**src/hdl/gpi_pkg.sv**
```systemverilog
// Constants, types and helpers shared by the port interrupt block
package gpi_pkg;

	// ************************************************
	// Widths
	// ************************************************
	localparam int unsigned PORT_W = 8;
	localparam int unsigned ADDR_W = 12;
	localparam int unsigned TRIG_PIN = 4;

	// ************************************************
	// Register offsets (byte addresses)
	// ************************************************
	localparam logic [11:0] OFF_DIR = 12'h400;
	localparam logic [11:0] OFF_SENSE = 12'h404;
	localparam logic [11:0] OFF_BOTH = 12'h408;
	localparam logic [11:0] OFF_POL = 12'h40C;
	localparam logic [11:0] OFF_MASK = 12'h410;
	localparam logic [11:0] OFF_RAW = 12'h414;
	localparam logic [11:0] OFF_MIS = 12'h418;
	localparam logic [11:0] OFF_CLR = 12'h41C;
	localparam logic [11:0] OFF_FUNC = 12'h420;

	// ************************************************
	// Reset values
	// ************************************************
	localparam logic [7:0] RST_DIR = 8'h00;
	localparam logic [7:0] RST_SENSE = 8'h00;
	localparam logic [7:0] RST_BOTH = 8'h00;
	localparam logic [7:0] RST_POL = 8'h00;
	localparam logic [7:0] RST_MASK = 8'h00;
	localparam logic [7:0] RST_STAT = 8'h00;
	localparam logic [7:0] FUNC_RST_PORT_B = 8'h80;
	localparam logic [7:0] FUNC_RST_PORT_C = 8'h0F;
	localparam logic [7:0] FUNC_RST_OTHER = 8'h00;

	// ************************************************
	// Bus encodings
	// ************************************************
	localparam logic HRESP_OKAY = 1'b0;
	localparam logic [23:0] RSVD_ZERO = 24'h000000;
	localparam logic [31:0] RDATA_ZERO = 32'h00000000;

	typedef enum logic [1:0] {
		PH_IDLE,
		PH_WRITE,
		PH_READ_WAIT,
		PH_READ_DONE
	} gpi_phase_e;

	typedef struct packed {
		logic hsel;
		logic [11:0] addr;
		logic [1:0] htrans;
		logic hwrite;
		logic [2:0] hsize;
		logic hready;
	} gpi_ahb_req_s;

	typedef struct packed {
		logic en;
		logic [11:0] addr;
		logic [7:0] data;
	} gpi_wr_s;

	// Word match; byte lanes below bit 2 are ignored
	function automatic logic gpi_hit(input logic [11:0] a, input logic [11:0] off);
		return a[11:2] == off[11:2];
	endfunction

endpackage

```
**src/hdl/gpi_ahb_if.sv**
```systemverilog
// AHB-Lite slave front end: phase tracking, write strobe, registered read data
`timescale 1ns/10ps
`default_nettype none
module gpi_ahb_if
	import gpi_pkg::*;
(
	input wire logic i_clk,
	input wire logic i_rst,
	input wire gpi_ahb_req_s i_req,
	input wire logic [31:0] i_hwdata,
	input wire logic [7:0] i_rdata,
	output gpi_wr_s o_wr,
	output logic [11:0] o_rd_addr,
	output logic o_hreadyout,
	output logic [31:0] o_hrdata
);
	gpi_phase_e ph_q;
	gpi_phase_e ph_d;
	logic [11:0] addr_q;
	logic [31:0] hrdata_q;
	logic take;

	assign take = i_req.hsel & i_req.htrans[1] & i_req.hready;

	// Reads take one wait state so the read sees a write just completed
	always_comb begin
		if (take) begin
			ph_d = i_req.hwrite ? PH_WRITE : PH_READ_WAIT;
		end else if (ph_q == PH_READ_WAIT) begin
			ph_d = PH_READ_DONE;
		end else begin
			ph_d = PH_IDLE;
		end
	end

	always_ff @(posedge i_clk or posedge i_rst) begin
		if (i_rst) begin
			ph_q <= PH_IDLE;
		end else begin
			ph_q <= ph_d;
		end
	end

	always_ff @(posedge i_clk or posedge i_rst) begin
		if (i_rst) begin
			addr_q <= 12'h000;
		end else if (take) begin
			addr_q <= i_req.addr;
		end
	end

	always_ff @(posedge i_clk or posedge i_rst) begin
		if (i_rst) begin
			hrdata_q <= RDATA_ZERO;
		end else if (ph_q == PH_READ_WAIT) begin
			hrdata_q <= {RSVD_ZERO, i_rdata};
		end
	end

	assign o_wr.en = ph_q == PH_WRITE;
	assign o_wr.addr = addr_q;
	assign o_wr.data = i_hwdata[7:0];
	assign o_rd_addr = addr_q;
	assign o_hreadyout = ph_q != PH_READ_WAIT;
	assign o_hrdata = hrdata_q;
endmodule
`default_nettype wire

```
**src/hdl/gpi_onset.sv**
```systemverilog
// One-cycle registered pulse on the rising edge of a level
`timescale 1ns/10ps
`default_nettype none
module gpi_onset (
	input wire logic i_clk,
	input wire logic i_rst,
	input wire logic i_level,
	output logic o_pulse
);
	logic level_q;
	logic pulse_q;

	always_ff @(posedge i_clk or posedge i_rst) begin
		if (i_rst) begin
			level_q <= 1'b0;
		end else begin
			level_q <= i_level;
		end
	end

	always_ff @(posedge i_clk or posedge i_rst) begin
		if (i_rst) begin
			pulse_q <= 1'b0;
		end else begin
			pulse_q <= i_level & ~level_q;
		end
	end

	assign o_pulse = pulse_q;
endmodule
`default_nettype wire

```
**src/hdl/gpi_top.sv**
```systemverilog
// Port interrupt detection, pin function select and register file
//
// Implementation choice: the AHB-Lite interface to the registers.
`timescale 1ns/10ps
`default_nettype none
// Summary of operation
// - Sense bit 1 selects level detection, 0 selects edge detection.
// - In edge mode, both-edge bit 1 flags every rising and falling edge.
// - Both-edge bit 0 uses the polarity bit for single edge or level.
// - Polarity 1 means rising edge or high level.
// - Polarity 0 means falling edge or low level.
// - Mask bit 1 routes the pin condition to its irq and combined line.
// - Mask bit 0 blocks the pin; status and all config fields except function reset to zero.
// - Raw status shows detected conditions regardless of the mask.
// - Masked status equals raw status AND mask, per pin.
// - Writing 1 to clear drops that edge latch; 0 does nothing; reads zero.
// - Function bit 1 gives the pin to hardware, 0 keeps software I/O.
// - Function bits reset to zero except debug pins, which reset to one.
// - Any reset restores direction and function settings to defaults.
// - Pin 4 of port B, when unmasked, also pulses the converter trigger.
// - Fields sit in bits 7 to 0; bits 31 to 8 read zero.
module gpi_top
	import gpi_pkg::*;
#(
	parameter logic [7:0] P_FUNC_RST = FUNC_RST_PORT_B,
	parameter logic P_HAS_TRIG = 1'b1
) (
	input wire logic I_CLK,
	input wire logic I_RST,
	input wire logic I_HSEL,
	input wire logic [31:0] I_HADDR,
	input wire logic [1:0] I_HTRANS,
	input wire logic I_HWRITE,
	input wire logic [2:0] I_HSIZE,
	input wire logic [31:0] I_HWDATA,
	input wire logic I_HREADY,
	output logic O_HREADYOUT,
	output logic O_HRESP,
	output logic [31:0] O_HRDATA,
	input wire logic [7:0] I_PIN,
	output logic [7:0] O_PIN_DIR,
	output logic [7:0] O_HW_FUNC,
	output logic [7:0] O_PIN_IRQ,
	output logic O_PORT_IRQ,
	output logic O_CONV_TRIG
);

	// ************************************************
	// Declarations
	// ************************************************
	gpi_ahb_req_s req;
	gpi_wr_s wr;
	logic [11:0] rd_addr;
	logic [7:0] rdata;
	logic wr_dir;
	logic wr_sense;
	logic wr_both;
	logic wr_pol;
	logic wr_mask;
	logic wr_clr;
	logic wr_func;
	logic [7:0] dir_q;
	logic [7:0] sense_q;
	logic [7:0] both_q;
	logic [7:0] pol_q;
	logic [7:0] mask_q;
	logic [7:0] func_q;
	logic [7:0] prev_q;
	logic armed_q;
	logic [7:0] rise;
	logic [7:0] fall;
	logic [7:0] single_hit;
	logic [7:0] edge_hit;
	logic [7:0] lvl_hit;
	logic [7:0] edge_q;
	logic [7:0] lvl_q;
	logic [7:0] clr;
	logic [7:0] raw;
	logic [7:0] masked_status_bits;
	logic trig_src;

	// ************************************************
	// Bus front end
	// ************************************************
	assign req.hsel = I_HSEL;
	assign req.addr = I_HADDR[11:0];
	assign req.htrans = I_HTRANS;
	assign req.hwrite = I_HWRITE;
	assign req.hsize = I_HSIZE;
	assign req.hready = I_HREADY;

	gpi_ahb_if u_bus (
		.i_clk(I_CLK),
		.i_rst(I_RST),
		.i_req(req),
		.i_hwdata(I_HWDATA),
		.i_rdata(rdata),
		.o_wr(wr),
		.o_rd_addr(rd_addr),
		.o_hreadyout(O_HREADYOUT),
		.o_hrdata(O_HRDATA)
	);

	// Every transfer is answered OKAY, unmapped ones included
	assign O_HRESP = HRESP_OKAY;

	// ************************************************
	// Write decode
	// ************************************************
	assign wr_dir = wr.en & gpi_hit(wr.addr, OFF_DIR);
	assign wr_sense = wr.en & gpi_hit(wr.addr, OFF_SENSE);
	assign wr_both = wr.en & gpi_hit(wr.addr, OFF_BOTH);
	assign wr_pol = wr.en & gpi_hit(wr.addr, OFF_POL);
	assign wr_mask = wr.en & gpi_hit(wr.addr, OFF_MASK);
	assign wr_clr = wr.en & gpi_hit(wr.addr, OFF_CLR);
	assign wr_func = wr.en & gpi_hit(wr.addr, OFF_FUNC);

	// ************************************************
	// Configuration registers
	// ************************************************
	always_ff @(posedge I_CLK or posedge I_RST) begin
		if (I_RST) begin
			dir_q <= RST_DIR;
		end else if (wr_dir) begin
			dir_q <= wr.data;
		end
	end

	always_ff @(posedge I_CLK or posedge I_RST) begin
		if (I_RST) begin
			sense_q <= RST_SENSE;
		end else if (wr_sense) begin
			sense_q <= wr.data;
		end
	end

	always_ff @(posedge I_CLK or posedge I_RST) begin
		if (I_RST) begin
			both_q <= RST_BOTH;
		end else if (wr_both) begin
			both_q <= wr.data;
		end
	end

	always_ff @(posedge I_CLK or posedge I_RST) begin
		if (I_RST) begin
			pol_q <= RST_POL;
		end else if (wr_pol) begin
			pol_q <= wr.data;
		end
	end

	always_ff @(posedge I_CLK or posedge I_RST) begin
		if (I_RST) begin
			mask_q <= RST_MASK;
		end else if (wr_mask) begin
			mask_q <= wr.data;
		end
	end

	// Debug pins come up in hardware mode so a debugger can attach
	always_ff @(posedge I_CLK or posedge I_RST) begin
		if (I_RST) begin
			func_q <= P_FUNC_RST;
		end else if (wr_func) begin
			func_q <= wr.data;
		end
	end

	assign O_PIN_DIR = dir_q;
	assign O_HW_FUNC = func_q;

	// ************************************************
	// Edge and level detection
	// ************************************************
	// Pin history is only trusted after one sample, so a pin already
	// high at reset release is not taken as a rising edge.
	always_ff @(posedge I_CLK or posedge I_RST) begin
		if (I_RST) begin
			armed_q <= 1'b0;
		end else begin
			armed_q <= 1'b1;
		end
	end

	always_ff @(posedge I_CLK or posedge I_RST) begin
		if (I_RST) begin
			prev_q <= 8'h00;
		end else begin
			prev_q <= I_PIN;
		end
	end

	assign rise = I_PIN & ~prev_q & {PORT_W{armed_q}};
	assign fall = ~I_PIN & prev_q & {PORT_W{armed_q}};

	// Polarity picks the single edge when both-edge is off
	assign single_hit = (pol_q & rise) | (~pol_q & fall);

	// Edge mode only; both-edge overrides polarity
	assign edge_hit = ~sense_q & ((both_q & (rise | fall)) | (~both_q & single_hit));

	// Level mode: pin equals polarity
	assign lvl_hit = sense_q & ~(I_PIN ^ pol_q);

	assign clr = wr_clr ? wr.data : 8'h00;

	// New edge wins over a clear in the same cycle; latch dropped in level mode
	always_ff @(posedge I_CLK or posedge I_RST) begin
		if (I_RST) begin
			edge_q <= RST_STAT;
		end else begin
			edge_q <= edge_hit | (edge_q & ~clr & ~sense_q);
		end
	end

	// Level status is not latched: it follows the pin
	always_ff @(posedge I_CLK or posedge I_RST) begin
		if (I_RST) begin
			lvl_q <= RST_STAT;
		end else begin
			lvl_q <= lvl_hit;
		end
	end

	// ************************************************
	// Status and interrupt outputs
	// ************************************************
	assign raw = (sense_q & lvl_q) | (~sense_q & edge_q);
	assign masked_status_bits = raw & mask_q;

	assign O_PIN_IRQ = masked_status_bits;
	assign O_PORT_IRQ = |masked_status_bits;

	// ************************************************
	// Converter trigger
	// ************************************************
	// Pulse only at onset; a held level condition does not retrigger
	assign trig_src = P_HAS_TRIG & masked_status_bits[TRIG_PIN];

	gpi_onset u_trig (
		.i_clk(I_CLK),
		.i_rst(I_RST),
		.i_level(trig_src),
		.o_pulse(O_CONV_TRIG)
	);

	// ************************************************
	// Read mux
	// ************************************************
	// Clear register and unmapped words read as zero
	always_comb begin
		unique case (rd_addr[11:2])
			OFF_DIR[11:2]: begin
				rdata = dir_q;
			end
			OFF_SENSE[11:2]: begin
				rdata = sense_q;
			end
			OFF_BOTH[11:2]: begin
				rdata = both_q;
			end
			OFF_POL[11:2]: begin
				rdata = pol_q;
			end
			OFF_MASK[11:2]: begin
				rdata = mask_q;
			end
			OFF_RAW[11:2]: begin
				rdata = raw;
			end
			OFF_MIS[11:2]: begin
				rdata = masked_status_bits;
			end
			OFF_FUNC[11:2]: begin
				rdata = func_q;
			end
			default: begin
				rdata = 8'h00;
			end
		endcase
	end

endmodule
`default_nettype wire

```
**config.mk**
```make
export PLATFORM = sky130hd
export DESIGN_NAME = gpi_top
export DESIGN_NICKNAME = d
export VERILOG_FILES = /design/src/hdl/gpi_pkg.sv /design/src/hdl/gpi_ahb_if.sv /design/src/hdl/gpi_onset.sv /design/src/hdl/gpi_top.sv
export SDC_FILE = /design/constraint.sdc
export NUM_CORES = 1
export LEC_CHECK = 0
export BUFFER_PORTS_ARGS = -buffer_cell sky130_fd_sc_hd__buf_4
export CAP_MARGIN = 20
export CELL_PAD_IN_SITES_DETAIL_PLACEMENT = 1
export CELL_PAD_IN_SITES_GLOBAL_PLACEMENT = 1
export CORE_MARGIN = 5
export CORE_UTILIZATION = 44
export CTS_CLUSTER_SIZE = 10
export DETAILED_ROUTE_END_ITERATION = 6
export PLACE_DENSITY_LB_ADDON = 0.2
export SLEW_MARGIN = 20
export SYNTH_ARGS = -nofsm -noshare
export SYNTH_HDL_FRONTEND = slang
export SYNTH_SLANG_ARGS = --single-unit
```
**constraint.sdc**
```tcl
create_clock -name I_CLK -period 4.38 [get_ports I_CLK]
set_input_delay 0.438 -clock I_CLK [delete_from_list [all_inputs] [get_ports I_CLK]]
set_output_delay 0.438 -clock I_CLK [all_outputs]
set_load 0.02 [all_outputs]
```
[Word-level counts from Yosys, hierarchy flattened]
Index checks and enable logic that the tools add are counted.
Widths: inputs -> output; s select.
Word-level totals
  bits in registers: 97
  latch bits: 0
  memory bits (writable): 0
  memory bits (read-only): 0
  input port bits: 82
  output and inout bits: 60
  logic and storage cells: 72
  memories: 0
Cells by class
  add/sub/neg operators: 0
  $mul: 0
  div/mod/pow operators: 0
  order comparisons: 0
  eq/ne operators: 12
  shift operators: 0
  multiplexer cells: 5
  bitwise logic cells: 39
  reductions and logical operators: 1
Operators with widths (count)
  $and 8x8->8: 15
  $eq 10x9->1 const B: 9
  $pmux 8 s8: 1
  $not 8->8: 7
  $or 8x8->8: 5
  $and 1x1->1: 10
  $mux 8: 1
  $reduce_or 8->1: 1
  $xor 8x8->8: 1
  $mux 2: 3
  $eq 2x1->1 const B: 1
  $eq 2x2->1 const B: 1
  $ne 2x2->1 const B: 1
  $not 1->1: 1

[Logic depth before layout (Yosys ltp)]
Gate-level depths: netlist (run 1).
  depth in word-level cells: 9
  mapped depth: 7
  gate-level depth less buffers: 4

[Modules after synthesis]
From an unflattened synthesis (run 1), not the netlist that was laid out.
Second synthesis, totals
  cell total of the unflattened synthesis: 425
  area total of the unflattened synthesis: 5007.3 um2
Modules (own cells, without submodules)
  gpi_top: instances 1, cells an instance 325, area each 3726.1 um2, sequential area each 1828.0 um2
  gpi_ahb_if: instances 1, cells an instance 96, area each 1213.7 um2, sequential area each 550.5 um2
  gpi_onset: instances 1, cells an instance 4, area each 67.6 um2, sequential area each 50.0 um2

[Least setup slack after synthesis (run 1)]
No wires, ideal clock.
  path type: register to register
  start: register u_bus.addr_q[7], in the netlist u_bus.o_rd_addr[7]
  end: register pol_q[0]
  setup time: 0.125 ns
  data arrival time: 1.799 ns
  required time: 4.255 ns
  path slack: 2.457 ns
  stages on the path, launching flop included: 5
  path buffers: 0
  period minus slack after synthesis: 1.923 ns
  path through: dfrtp_1 or4_4 nor2_1 nand4_2 mux2_2
On the way
  word-level cells in the longest chain between the ends: 2
RTL lines
  start: declaration: line gpi_ahb_if.sv:19  | logic [11:0] addr_q;
  start signal: assignment: line gpi_ahb_if.sv:48  | addr_q <= i_req.addr;
  $eq 10x9->1: line gpi_pkg.sv:68  | return a[11:2] == off[11:2];
  $and 1x1->1: line gpi_top.sv:113  | assign wr_pol = wr.en & gpi_hit(wr.addr, OFF_POL);
  end signal: assignment: line gpi_top.sv:149  | pol_q <= wr.data;
  end: declaration: line gpi_top.sv:65  | logic [7:0] pol_q;
No other way between the ends.
A chain may end at the register's enable or synchronous reset.

[Worst setup path in the final report (run 1)]
  start: register u_bus.addr_q[7], in the netlist u_bus.o_rd_addr[7]
  end: register pol_q[6]
Same word-level chain as after synthesis.

==> results.json, run 1 <==
{
  "timing.fmax_mhz": 371,
  "nNetsFinal": 562,
  "finalWeightedCongestion": 0.805,
  "synth_edf_count": 0,
  "drtAntennaViolNets": 0,
  "wl_per_cell_um": 21.1,
  "remaining_drc_errors": 0,
  "setup_tns_ns": 0,
  "number_of_drc_markers_in_iteration_0": 228,
  "synthesis.area_um2": 4870,
  "post_cts_repair_timing_setup_buffer_count": 0,
  "min_period_over_period_pct": 61.5,
  "post_synth_most_frequent_cells": "sky130_fd_sc_hd__dfrtp_1 (94), sky130_fd_sc_hd__mux2_2 (61), sky130_fd_sc_hd__buf_4 (26), sky130_fd_sc_hd__nand2_1 (17), sky130_fd_sc_hd__xor2_1 (16)",
  "placementRows": 38,
  "dpl.hpwl_um": 9140,
  "timing.critical_path.fanout_max": 12,
  "numClockSinks": 95,
  "worst_hold_path_type": "in -> async",
  "area_growth_syn_to_layout_pct": 15.1,
  "starting_density_pct": 44.9,
  "cts_buf_count": 9,
  "final_layout_size_suffix_gt1_share_pct": 33.8,
  "critical_path.startpoint_type": "flop",
  "timing_worst_slew_pin_value_ns": 0.961,
  "firstDrtPassIters": 4,
  "post_cts_hold_buffer_count": 0,
  "total_length_of_routed_wires_um": 13200,
  "floorplan.die.width_um": 115,
  "final.fill_count": 1186,
  "grt_start_max_net_pins": 59,
  "clock_skew_ns": 0.0119,
  "overall_overflow_remaining_after_global_route": 0,
  "grt_setup_unrepaired": "false",
  "power_per_cell_area_nw_per_um2": 359,
  "placed_cells": 609,
  "yosys_warnings": 0,
  "htreeDepth": 3,
  "run_status": "complete, no violations",
  "synth_top_area_share_pct": 48.3,
  "max-slew-margin-rel_pct": 35.8,
  "io_buffers": 66,
  "synth.area.top_cells": "sky130_fd_sc_hd__dfrtp_1 (48%), sky130_fd_sc_hd__mux2_2 (14%), sky130_fd_sc_hd__buf_4 (4.0%)",
  "path_clk_slew_ns": 0.08,
  "grt_antenna_before_repair": 0,
  "report.final.setup_viol": 0,
  "first_global_vias": 3790,
  "post-synth-top-area-cell": "sky130_fd_sc_hd__dfrtp_1",
  "syn_avg_cell_area_um2": 11.7,
  "design.portCount": 142,
  "dpl_worst_slack_ns": 1.68,
  "overall_routing_resource_usage_pct": 21.0,
  "crit_path_end_kind": "flop",
  "postSynth.topFlopCell": "sky130_fd_sc_hd__dfrtp_1",
  "dr_total_vias": 3518,
  "timing.final.crit_period_ns": 2.69,
  "stdcell_count": 625,
  "power.leakage_nw": 2.48,
  "cts_tree": "done",
  "max-cap-violations": 0,
  "post-synth-top-count-cell": "sky130_fd_sc_hd__dfrtp_1",
  "dieArea_um2": 13300,
  "synthCells": 417,
  "multi_input_area_um2": 2270,
  "seqCellArea_um2": 2380,
  "post_cts_resized": 0,
  "netlist-cell-type-count": 52,
  "post_detailed_route_via_to_cell_ratio": 5.63,
  "synth_seq_cells": 95,
  "cts_buffer_depth": 2,
  "worstSkewPairLatency_ns": 0.37,
  "hold_violations": 0,
  "report.power.total_mw": 2.01,
  "fin_max_slew_vios": 0,
  "clock-root-buffer": "sky130_fd_sc_hd__clkbuf_8",
  "criticalPathCategory": "reg -> reg",
  "n_antenna_cell": 0,
  "fin_ws_ns": 1.69,
  "vdd.ir_drop.worst_v": 0.000197,
  "arrival_ns": 2.94,
  "ys_seq_area_share_pct": 48.8,
  "core_area_um2": 10800,
  "synth-async-reset-ratio_pct": 100,
  "timing.critical_path.required_ns": 4.63,
  "largest_register_ffs": 10,
  "grt_pass1_wl_um": 21200,
  "die_height_um": 115
}
[stage by stage]
stage               instance area, um2  util, %  hold slack, ns
finish                            5600     51.7           0.194
global route                      5600     51.7           0.181
CTS                               5600     51.7           0.187
detailed placement                5410     49.9           0.386
global placement                  5410     49.9           0.384
floorplan                         4960        -           0.378
[path summary, 6_finish.rpt]
check	from	endpoint	slack, ns	cells after the start
worst max-delay path	u_bus.o_rd_addr[7]	pol_q[6]	1.69	4
worst min-delay path	I_RST	lvl_q[5]	0.19	2
worst max register to register	u_bus.o_rd_addr[7]	pol_q[6]	1.69	4
worst min register to register	u_trig.level_q	u_trig.o_pulse	0.40	1
max in group asynchronous	I_RST	u_bus.o_rd_addr[5]	3.21	3
min in group I_CLK	I_PIN[1]	prev_q[1]	0.20	1
[cells in the final DEF (no fill, tap or decap), types with 2 or more instances in the layout]
master,n
sky130_fd_sc_hd__dfrtp_1,94
sky130_fd_sc_hd__buf_4,72
sky130_fd_sc_hd__mux2_2,61
sky130_fd_sc_hd__conb_1,26
sky130_fd_sc_hd__nand2_1,17
sky130_fd_sc_hd__xor2_1,16
sky130_fd_sc_hd__a21oi_1,15
sky130_fd_sc_hd__nor2b_1,14
sky130_fd_sc_hd__mux2i_1,13
sky130_fd_sc_hd__clkbuf_8,13
sky130_fd_sc_hd__inv_1,10
sky130_fd_sc_hd__and2_1,10
sky130_fd_sc_hd__nand2b_1,10
sky130_fd_sc_hd__nor3_1,9
sky130_fd_sc_hd__o211ai_1,9
sky130_fd_sc_hd__o21ai_0,8
sky130_fd_sc_hd__a32oi_1,8
sky130_fd_sc_hd__a41o_1,8
sky130_fd_sc_hd__xnor2_1,8
sky130_fd_sc_hd__nor2_1,6
sky130_fd_sc_hd__nand3_1,6
sky130_fd_sc_hd__nand3b_1,6
sky130_fd_sc_hd__a211oi_1,4
sky130_fd_sc_hd__a31oi_1,3
sky130_fd_sc_hd__nor4_1,3
sky130_fd_sc_hd__a32o_1,3
sky130_fd_sc_hd__nand3_2,3
sky130_fd_sc_hd__clkinv_2,3
sky130_fd_sc_hd__o2bb2ai_1,2
sky130_fd_sc_hd__a22oi_1,2
sky130_fd_sc_hd__nand4_2,2
[logic make-up (layout without fill, tap and decap cells)]
| kind of cell | after synthesis | in the layout | synth area share, % |
|---|---|---|---|
| other cells | 2 | 26 | 0.154 |
| mux | 75 | 75 | 17.2 |
| flops | 95 | 95 | 48.8 |
| buf+inv | 55 | 99 | 6.35 |
| compound gates | 70 | 70 | 10.5 |
| simple gates | 96 | 96 | 12.6 |
| xor+xnor | 24 | 24 | 4.32 |
[layout make-up]
cell class | count | area share, %
sequential | 95 | 42.4
multi-input combinational | 291 | 40.5
timing repair buffer | 72 | 9.65
clock buffer | 13 | 3.19
tap | 140 | 3.13
inverter | 11 | 0.781
clock inverter | 3 | 0.268
[metal layers]
layer	wire (um)	GRT usage [%]	vias to the layer above
li1	-	-	1587
met1	5880	28.8	1796
met2	6290	33.3	112
met3	733	4.05	23
met4	274	7.43	0
met5	0	0	-
[power by group]
| group | total [mW] | switching, mW | internal (mW) |
|---|---|---|---|
| combinational | 0.417 | 0.241 | 0.176 |
| sequential | 1.03 | 0.0856 | 0.940 |
| clock | 0.571 | 0.305 | 0.266 |
[worst max-delay path, cell delays in order, from the launching register on]
cell	delay, ns
sky130_fd_sc_hd__dfrtp_1	0.38
sky130_fd_sc_hd__or4_4	0.66
sky130_fd_sc_hd__nor2_1	0.51
sky130_fd_sc_hd__nand4_2	0.58
sky130_fd_sc_hd__mux2_2	0.45
Note: power is estimated with default switching activity, not from simulation.
==> run 2, diff against run 1 <==
CORE_UTILIZATION = 40   (was 44)
clock period = 2.55 ns   (was 4.38 ns; I/O delays follow)
==> results.json, run 2 (synthesized netlist as in run 1, its figures left out) <==
{
  "worstPathCellList": "or4_4 -> buf_4 -> nor2_4 -> nand3_2 -> mux2_2",
  "final_layout_size_suffix_gt1_share_pct": 35.3,
  "post_cts_resized": 0,
  "layout_common_cells": "sky130_fd_sc_hd__dfrtp_1 (94), sky130_fd_sc_hd__buf_4 (84), sky130_fd_sc_hd__mux2_2 (61), sky130_fd_sc_hd__conb_1 (26), sky130_fd_sc_hd__nand2_1 (17)",
  "cts_tree": "done",
  "criticalPathCategory": "reg -> reg",
  "die_height_um": 120,
  "timing.final.crit_period_ns": 2.34,
  "cp.buffers_inverters": 1,
  "io_buffers": 66,
  "nNetsFinal": 575,
  "dpl_worst_slack_ns": 0.223,
  "grt_setup_unrepaired": "false",
  "htreeDepth": 3,
  "power.leakage_nw": 2.59,
  "worstSkewPairLatency_ns": 0.36,
  "hold_violations": 0,
  "finalWeightedCongestion": 0.800,
  "critical_path.startpoint_type": "flop",
  "max-slew-margin-rel_pct": 61.5,
  "timing.critical_path.required_ns": 2.79,
  "clock-root-buffer": "sky130_fd_sc_hd__clkbuf_16",
  "grt_antenna_before_repair": 0,
  "holdWs_ns": 0.0329,
  "post_cts_hold_buffer_count": 0,
  "setup_tns_ns": 0,
  "numClockSinks": 95,
  "max-cap-violations": 0,
  "design.portCount": 142,
  "dr_total_vias": 3552,
  "arrival_ns": 2.58,
  "n_antenna_cell": 0,
  "drtAntennaViolNets": 0,
  "grt_pass1_wl_um": 21500,
  "timing.fmax_mhz": 427,
  "total_length_of_routed_wires_um": 13500,
  "most_common_cell_after_layout_fill_and_taps_aside": "sky130_fd_sc_hd__dfrtp_1",
  "starting_density_pct": 40.7,
  "cpLargestDelayFamily": "simple AND/OR/NAND/NOR gates",
  "dpl.hpwl_um": 9430,
  "cts_buf_count": 9,
  "overall_routing_resource_usage_pct": 19.5,
  "power_per_cell_area_nw_per_um2": 677,
  "remaining_drc_errors": 0,
  "min_period_over_period_pct": 91.8,
  "report.final.setup_viol": 0,
  "rrSetupSlack_ns": 0.21,
  "timing_worst_slew_pin_value_ns": 0.576,
  "first_global_vias": 3869,
  "number_of_drc_markers_in_iteration_0": 149,
  "cts_buffer_depth": 2,
  "clock_skew_ns": 0.00992,
  "timing.critical_path.fanout_max": 9,
  "floorplan.die.width_um": 120,
  "worst_hold_path_type": "in -> reg",
  "largest_register_ffs": 10,
  "placementRows": 40,
  "wl_per_cell_um": 21.0,
  "fin_ws_ns": 0.209,
  "fin_max_slew_vios": 0,
  "path_clk_slew_ns": 0.07,
  "vdd.ir_drop.worst_v": 0.000477,
  "crit_path_end_kind": "flop",
  "post_detailed_route_via_to_cell_ratio": 5.51,
  "firstDrtPassIters": 4,
  "post_cts_repair_timing_setup_buffer_count": 0,
  "run_status": "complete, no violations",
  "overall_overflow_remaining_after_global_route": 0,
  "dieArea_um2": 14500,
  "area_growth_syn_to_layout_pct": 20.1,
  "critPathSlowestCell": "sky130_fd_sc_hd__or4_4",
  "core_area_um2": 12000,
  "grt_start_max_net_pins": 96,
  "slowest_delay_ns": 0.63
}
-- run 2: per-stage QoR --
| stage | power, mW | instances | utilization (%) | cell area, um2 |
|---|---|---|---|---|
| floorplan | 2.26 | 441 | - | 4960 |
| global placement | 2.52 | 629 | 46.2 | 5530 |
| detailed placement | 2.54 | 629 | 46.2 | 5530 |
| CTS | 4.00 | 645 | 48.9 | 5840 |
| global route | 4.14 | 645 | 48.9 | 5850 |
| finish | 3.96 | 645 | 48.9 | 5850 |
-- run 2: path summary, 6_finish.rpt --
kind,start,endpoint,depth (start not counted)
worst max-delay path,u_bus.o_rd_addr[7],O_PIN_DIR[7],5
worst min register to register,u_trig.level_q,u_trig.o_pulse,1
min in group asynchronous,I_RST,O_PIN_DIR[3],3
max in group asynchronous,I_RST,O_HW_FUNC[7],3
worst min-delay path,I_PIN[5],prev_q[5],1
worst max register to register,u_bus.o_rd_addr[7],O_PIN_DIR[7],5
-- run 2: metal layers --
| metal | part of all wire, % | track usage [%] |
|---|---|---|
| met5 | 0 | 0 |
| met2 | 50 | 32.3 |
| met4 | 2.6 | 8.29 |
| met1 | 45 | 25.2 |
| met3 | 3.1 | 3.37 |
-- run 2: worst register-to-register path, delay by kind of cell, from the launching register on --
kind | cells | cell delay [ns]
buf+inv | 1 | 0.20
flops | 1 | 0.37
mux | 1 | 0.39
simple gates | 3 | 1.26
-- run 2: final cells by class --
cell class                      count  area (um2)
Clock inverter                      5        81.3
Fill cell                        1305        6110
Timing Repair Buffer               85         651
Tap cell                          147         184
Sequential cell                    95        2380
Inverter                           11        45.0
Clock buffer                       11         233
Multi-Input combinational cell    291        2280
-- run 2: report_power, final --
| part | internal (mW) | switching, mW | leakage (nW) | total (mW) |
|---|---|---|---|---|
| Combinational | 0.326 | 0.480 | 1.29 | 0.806 |
| Clock | 0.862 | 0.586 | 0.150 | 1.45 |
| Sequential | 1.62 | 0.0898 | 1.16 | 1.71 |
==> run 3, diff against run 2 <==
CORE_UTILIZATION = 41   (was 40)
SYNTH_HIERARCHICAL = 1   (was not set)
==> results.json, run 3 <==
{
  "run_status": "complete, no violations",
  "min_period_over_period_pct": 95.6,
  "timing.fmax_mhz": 410,
  "synthCells": 419,
  "remaining_drc_errors": 0,
  "r2r.worst_path.cells": 5,
  "gr-usage-met1_pct": 25.3,
  "min_path_cells": 1,
  "placedInstanceArea_um2": 5490,
  "largest_register_ffs": 10,
  "grt_pass1_wl_um": 20400,
  "placementRows": 40,
  "die_height_um": 119,
  "arrival_ns": 2.18,
  "total_length_of_routed_wires_um": 13000,
  "timing.final.crit_period_ns": 2.44,
  "cts_tree": "done",
  "most_common_cell_after_layout_fill_and_taps_aside": "sky130_fd_sc_hd__dfrtp_1",
  "critPathLaunch": "sense_q[5]",
  "wl_per_cell_um": 20.4,
  "vdd.ir_drop.worst_v": 0.000274,
  "floorplan.die.width_um": 119,
  "power.leakage_nw": 2.79,
  "worstSkewPairLatency_ns": 0.35,
  "firstDrtPassIters": 4,
  "holdWs_ns": 0.0434,
  "final_layout_size_suffix_gt1_share_pct": 37.7,
  "layout_common_cells": "sky130_fd_sc_hd__dfrtp_1 (93), sky130_fd_sc_hd__buf_4 (87), sky130_fd_sc_hd__mux2_2 (60), sky130_fd_sc_hd__nand2_1 (34), sky130_fd_sc_hd__conb_1 (26)",
  "overall_routing_resource_usage_pct": 18.7,
  "final_cell_area_um2": 5840,
  "criticalPathCategory": "reg -> out",
  "syn_avg_cell_area_um2": 11.7,
  "report.final.setup_viol": 0,
  "grt_start_max_net_pins": 37,
  "rrSetupSlack_ns": 0.12,
  "n_antenna_cell": 0,
  "design.portCount": 142,
  "numClockSinks": 95,
  "power_per_cell_area_nw_per_um2": 695,
  "critical_path.startpoint_type": "flop",
  "timing.critical_path.fanout_max": 5,
  "core_area_um2": 11900,
  "crit_path_end_kind": "primary output",
  "area_growth_syn_to_layout_pct": 19.0,
  "max-cap-violations": 0,
  "final_core_util_pct": 49.3,
  "dpl.hpwl_um": 9470,
  "hold_violations": 0,
  "max-slew-margin-rel_pct": 41.6,
  "htreeDepth": 3,
  "starting_density_pct": 41.4,
  "dieArea_um2": 14300,
  "worstReg2RegStart": "u_bus/o_rd_addr[7]",
  "synthesis.area_um2": 4910,
  "grt_use_met2_pct": 31.0,
  "drtAntennaViolNets": 0,
  "timing.critical_path.required_ns": 2.30,
  "holdCritStartpoint": "I_PIN[2]",
  "dr_total_vias": 3396,
  "grt_most_used_layer": "met2",
  "cts_buf_count": 9,
  "clock_skew_ns": 0.00758,
  "timing_worst_slew_pin_value_ns": 0.875,
  "yosys_warnings": 6,
  "clock-root-buffer": "sky130_fd_sc_hd__clkbuf_16",
  "cts_buffer_depth": 2,
  "worst_hold_path_type": "in -> reg",
  "globalRouteMet3Util_pct": 2.99,
  "report.power.total_mw": 4.06,
  "path_clk_slew_ns": 0.06,
  "fin_max_slew_vios": 0,
  "overall_overflow_remaining_after_global_route": 0,
  "post_detailed_route_via_to_cell_ratio": 5.31,
  "finalWeightedCongestion": 0.812,
  "grt_antenna_before_repair": 0,
  "io_buffers": 66,
  "setup_tns_ns": 0,
  "number_of_drc_markers_in_iteration_0": 93,
  "first_global_vias": 3625,
  "nNetsFinal": 570,
  "grt_setup_unrepaired": "false"
}
-- run 3: through the flow --
step / worst slack, ns / std cells
final: 0.112 / 640
after floorplan: 0.443 / 442
after detailed placement: 0.101 / 623
after CTS: 0.0581 / 640
after global placement: 0.170 / 623
after global routing: 0.00163 / 640
-- run 3: cell type report --
class                   count  area (um2)
flip-flops and latches     95        2380
fillers                  1277        6020
clock inverters             4        76.3
inverters                   8        30.0
well taps                 147         184
multi-input cells         284        2200
repair buffers             90         703
clock buffers              12         267
-- run 3: worst paths after layout --
kind | end
worst max register to register | O_PIN_DIR[5]
max in group asynchronous | u_bus/o_rd_addr[6]
worst max-delay path | O_PORT_IRQ
worst min register to register | u_trig/o_pulse
min in group asynchronous | u_trig/o_pulse
worst min-delay path | prev_q[2]
-- run 3: worst max-delay path, cell delays in order, from the launching register on --
cell	delay, ns
sky130_fd_sc_hd__dfrtp_1	0.45
sky130_fd_sc_hd__mux2i_1	0.25
sky130_fd_sc_hd__nor2b_1	0.10
sky130_fd_sc_hd__a2111o_1	0.44
sky130_fd_sc_hd__or4_1	0.43
sky130_fd_sc_hd__buf_4	0.18
-- run 3: repair_timing --
action,in CTS,in global routing
setup endpoints to repair,0,1
setup buffers,0,0
gates resized for setup,0,1
endpoints found under the hold margin,17,0
hold buffers,1,0
-- run 3: routing by layer --
metal	wire length, um	share of wire [%]	up-vias
met5	0	0	-
met4	145	1.1	0
met3	464	3.6	12
met2	6410	49	81
met1	6030	46	1762
li1	-	-	1541
-- run 3: power by group --
| part | leakage (nW) | internal (mW) | switching [mW] |
|---|---|---|---|
| sequential | 1.20 | 1.62 | 0.124 |
| clock | 0.165 | 0.942 | 0.583 |
| combinational | 1.43 | 0.345 | 0.451 |
| total | 2.79 | 2.90 | 1.16 |
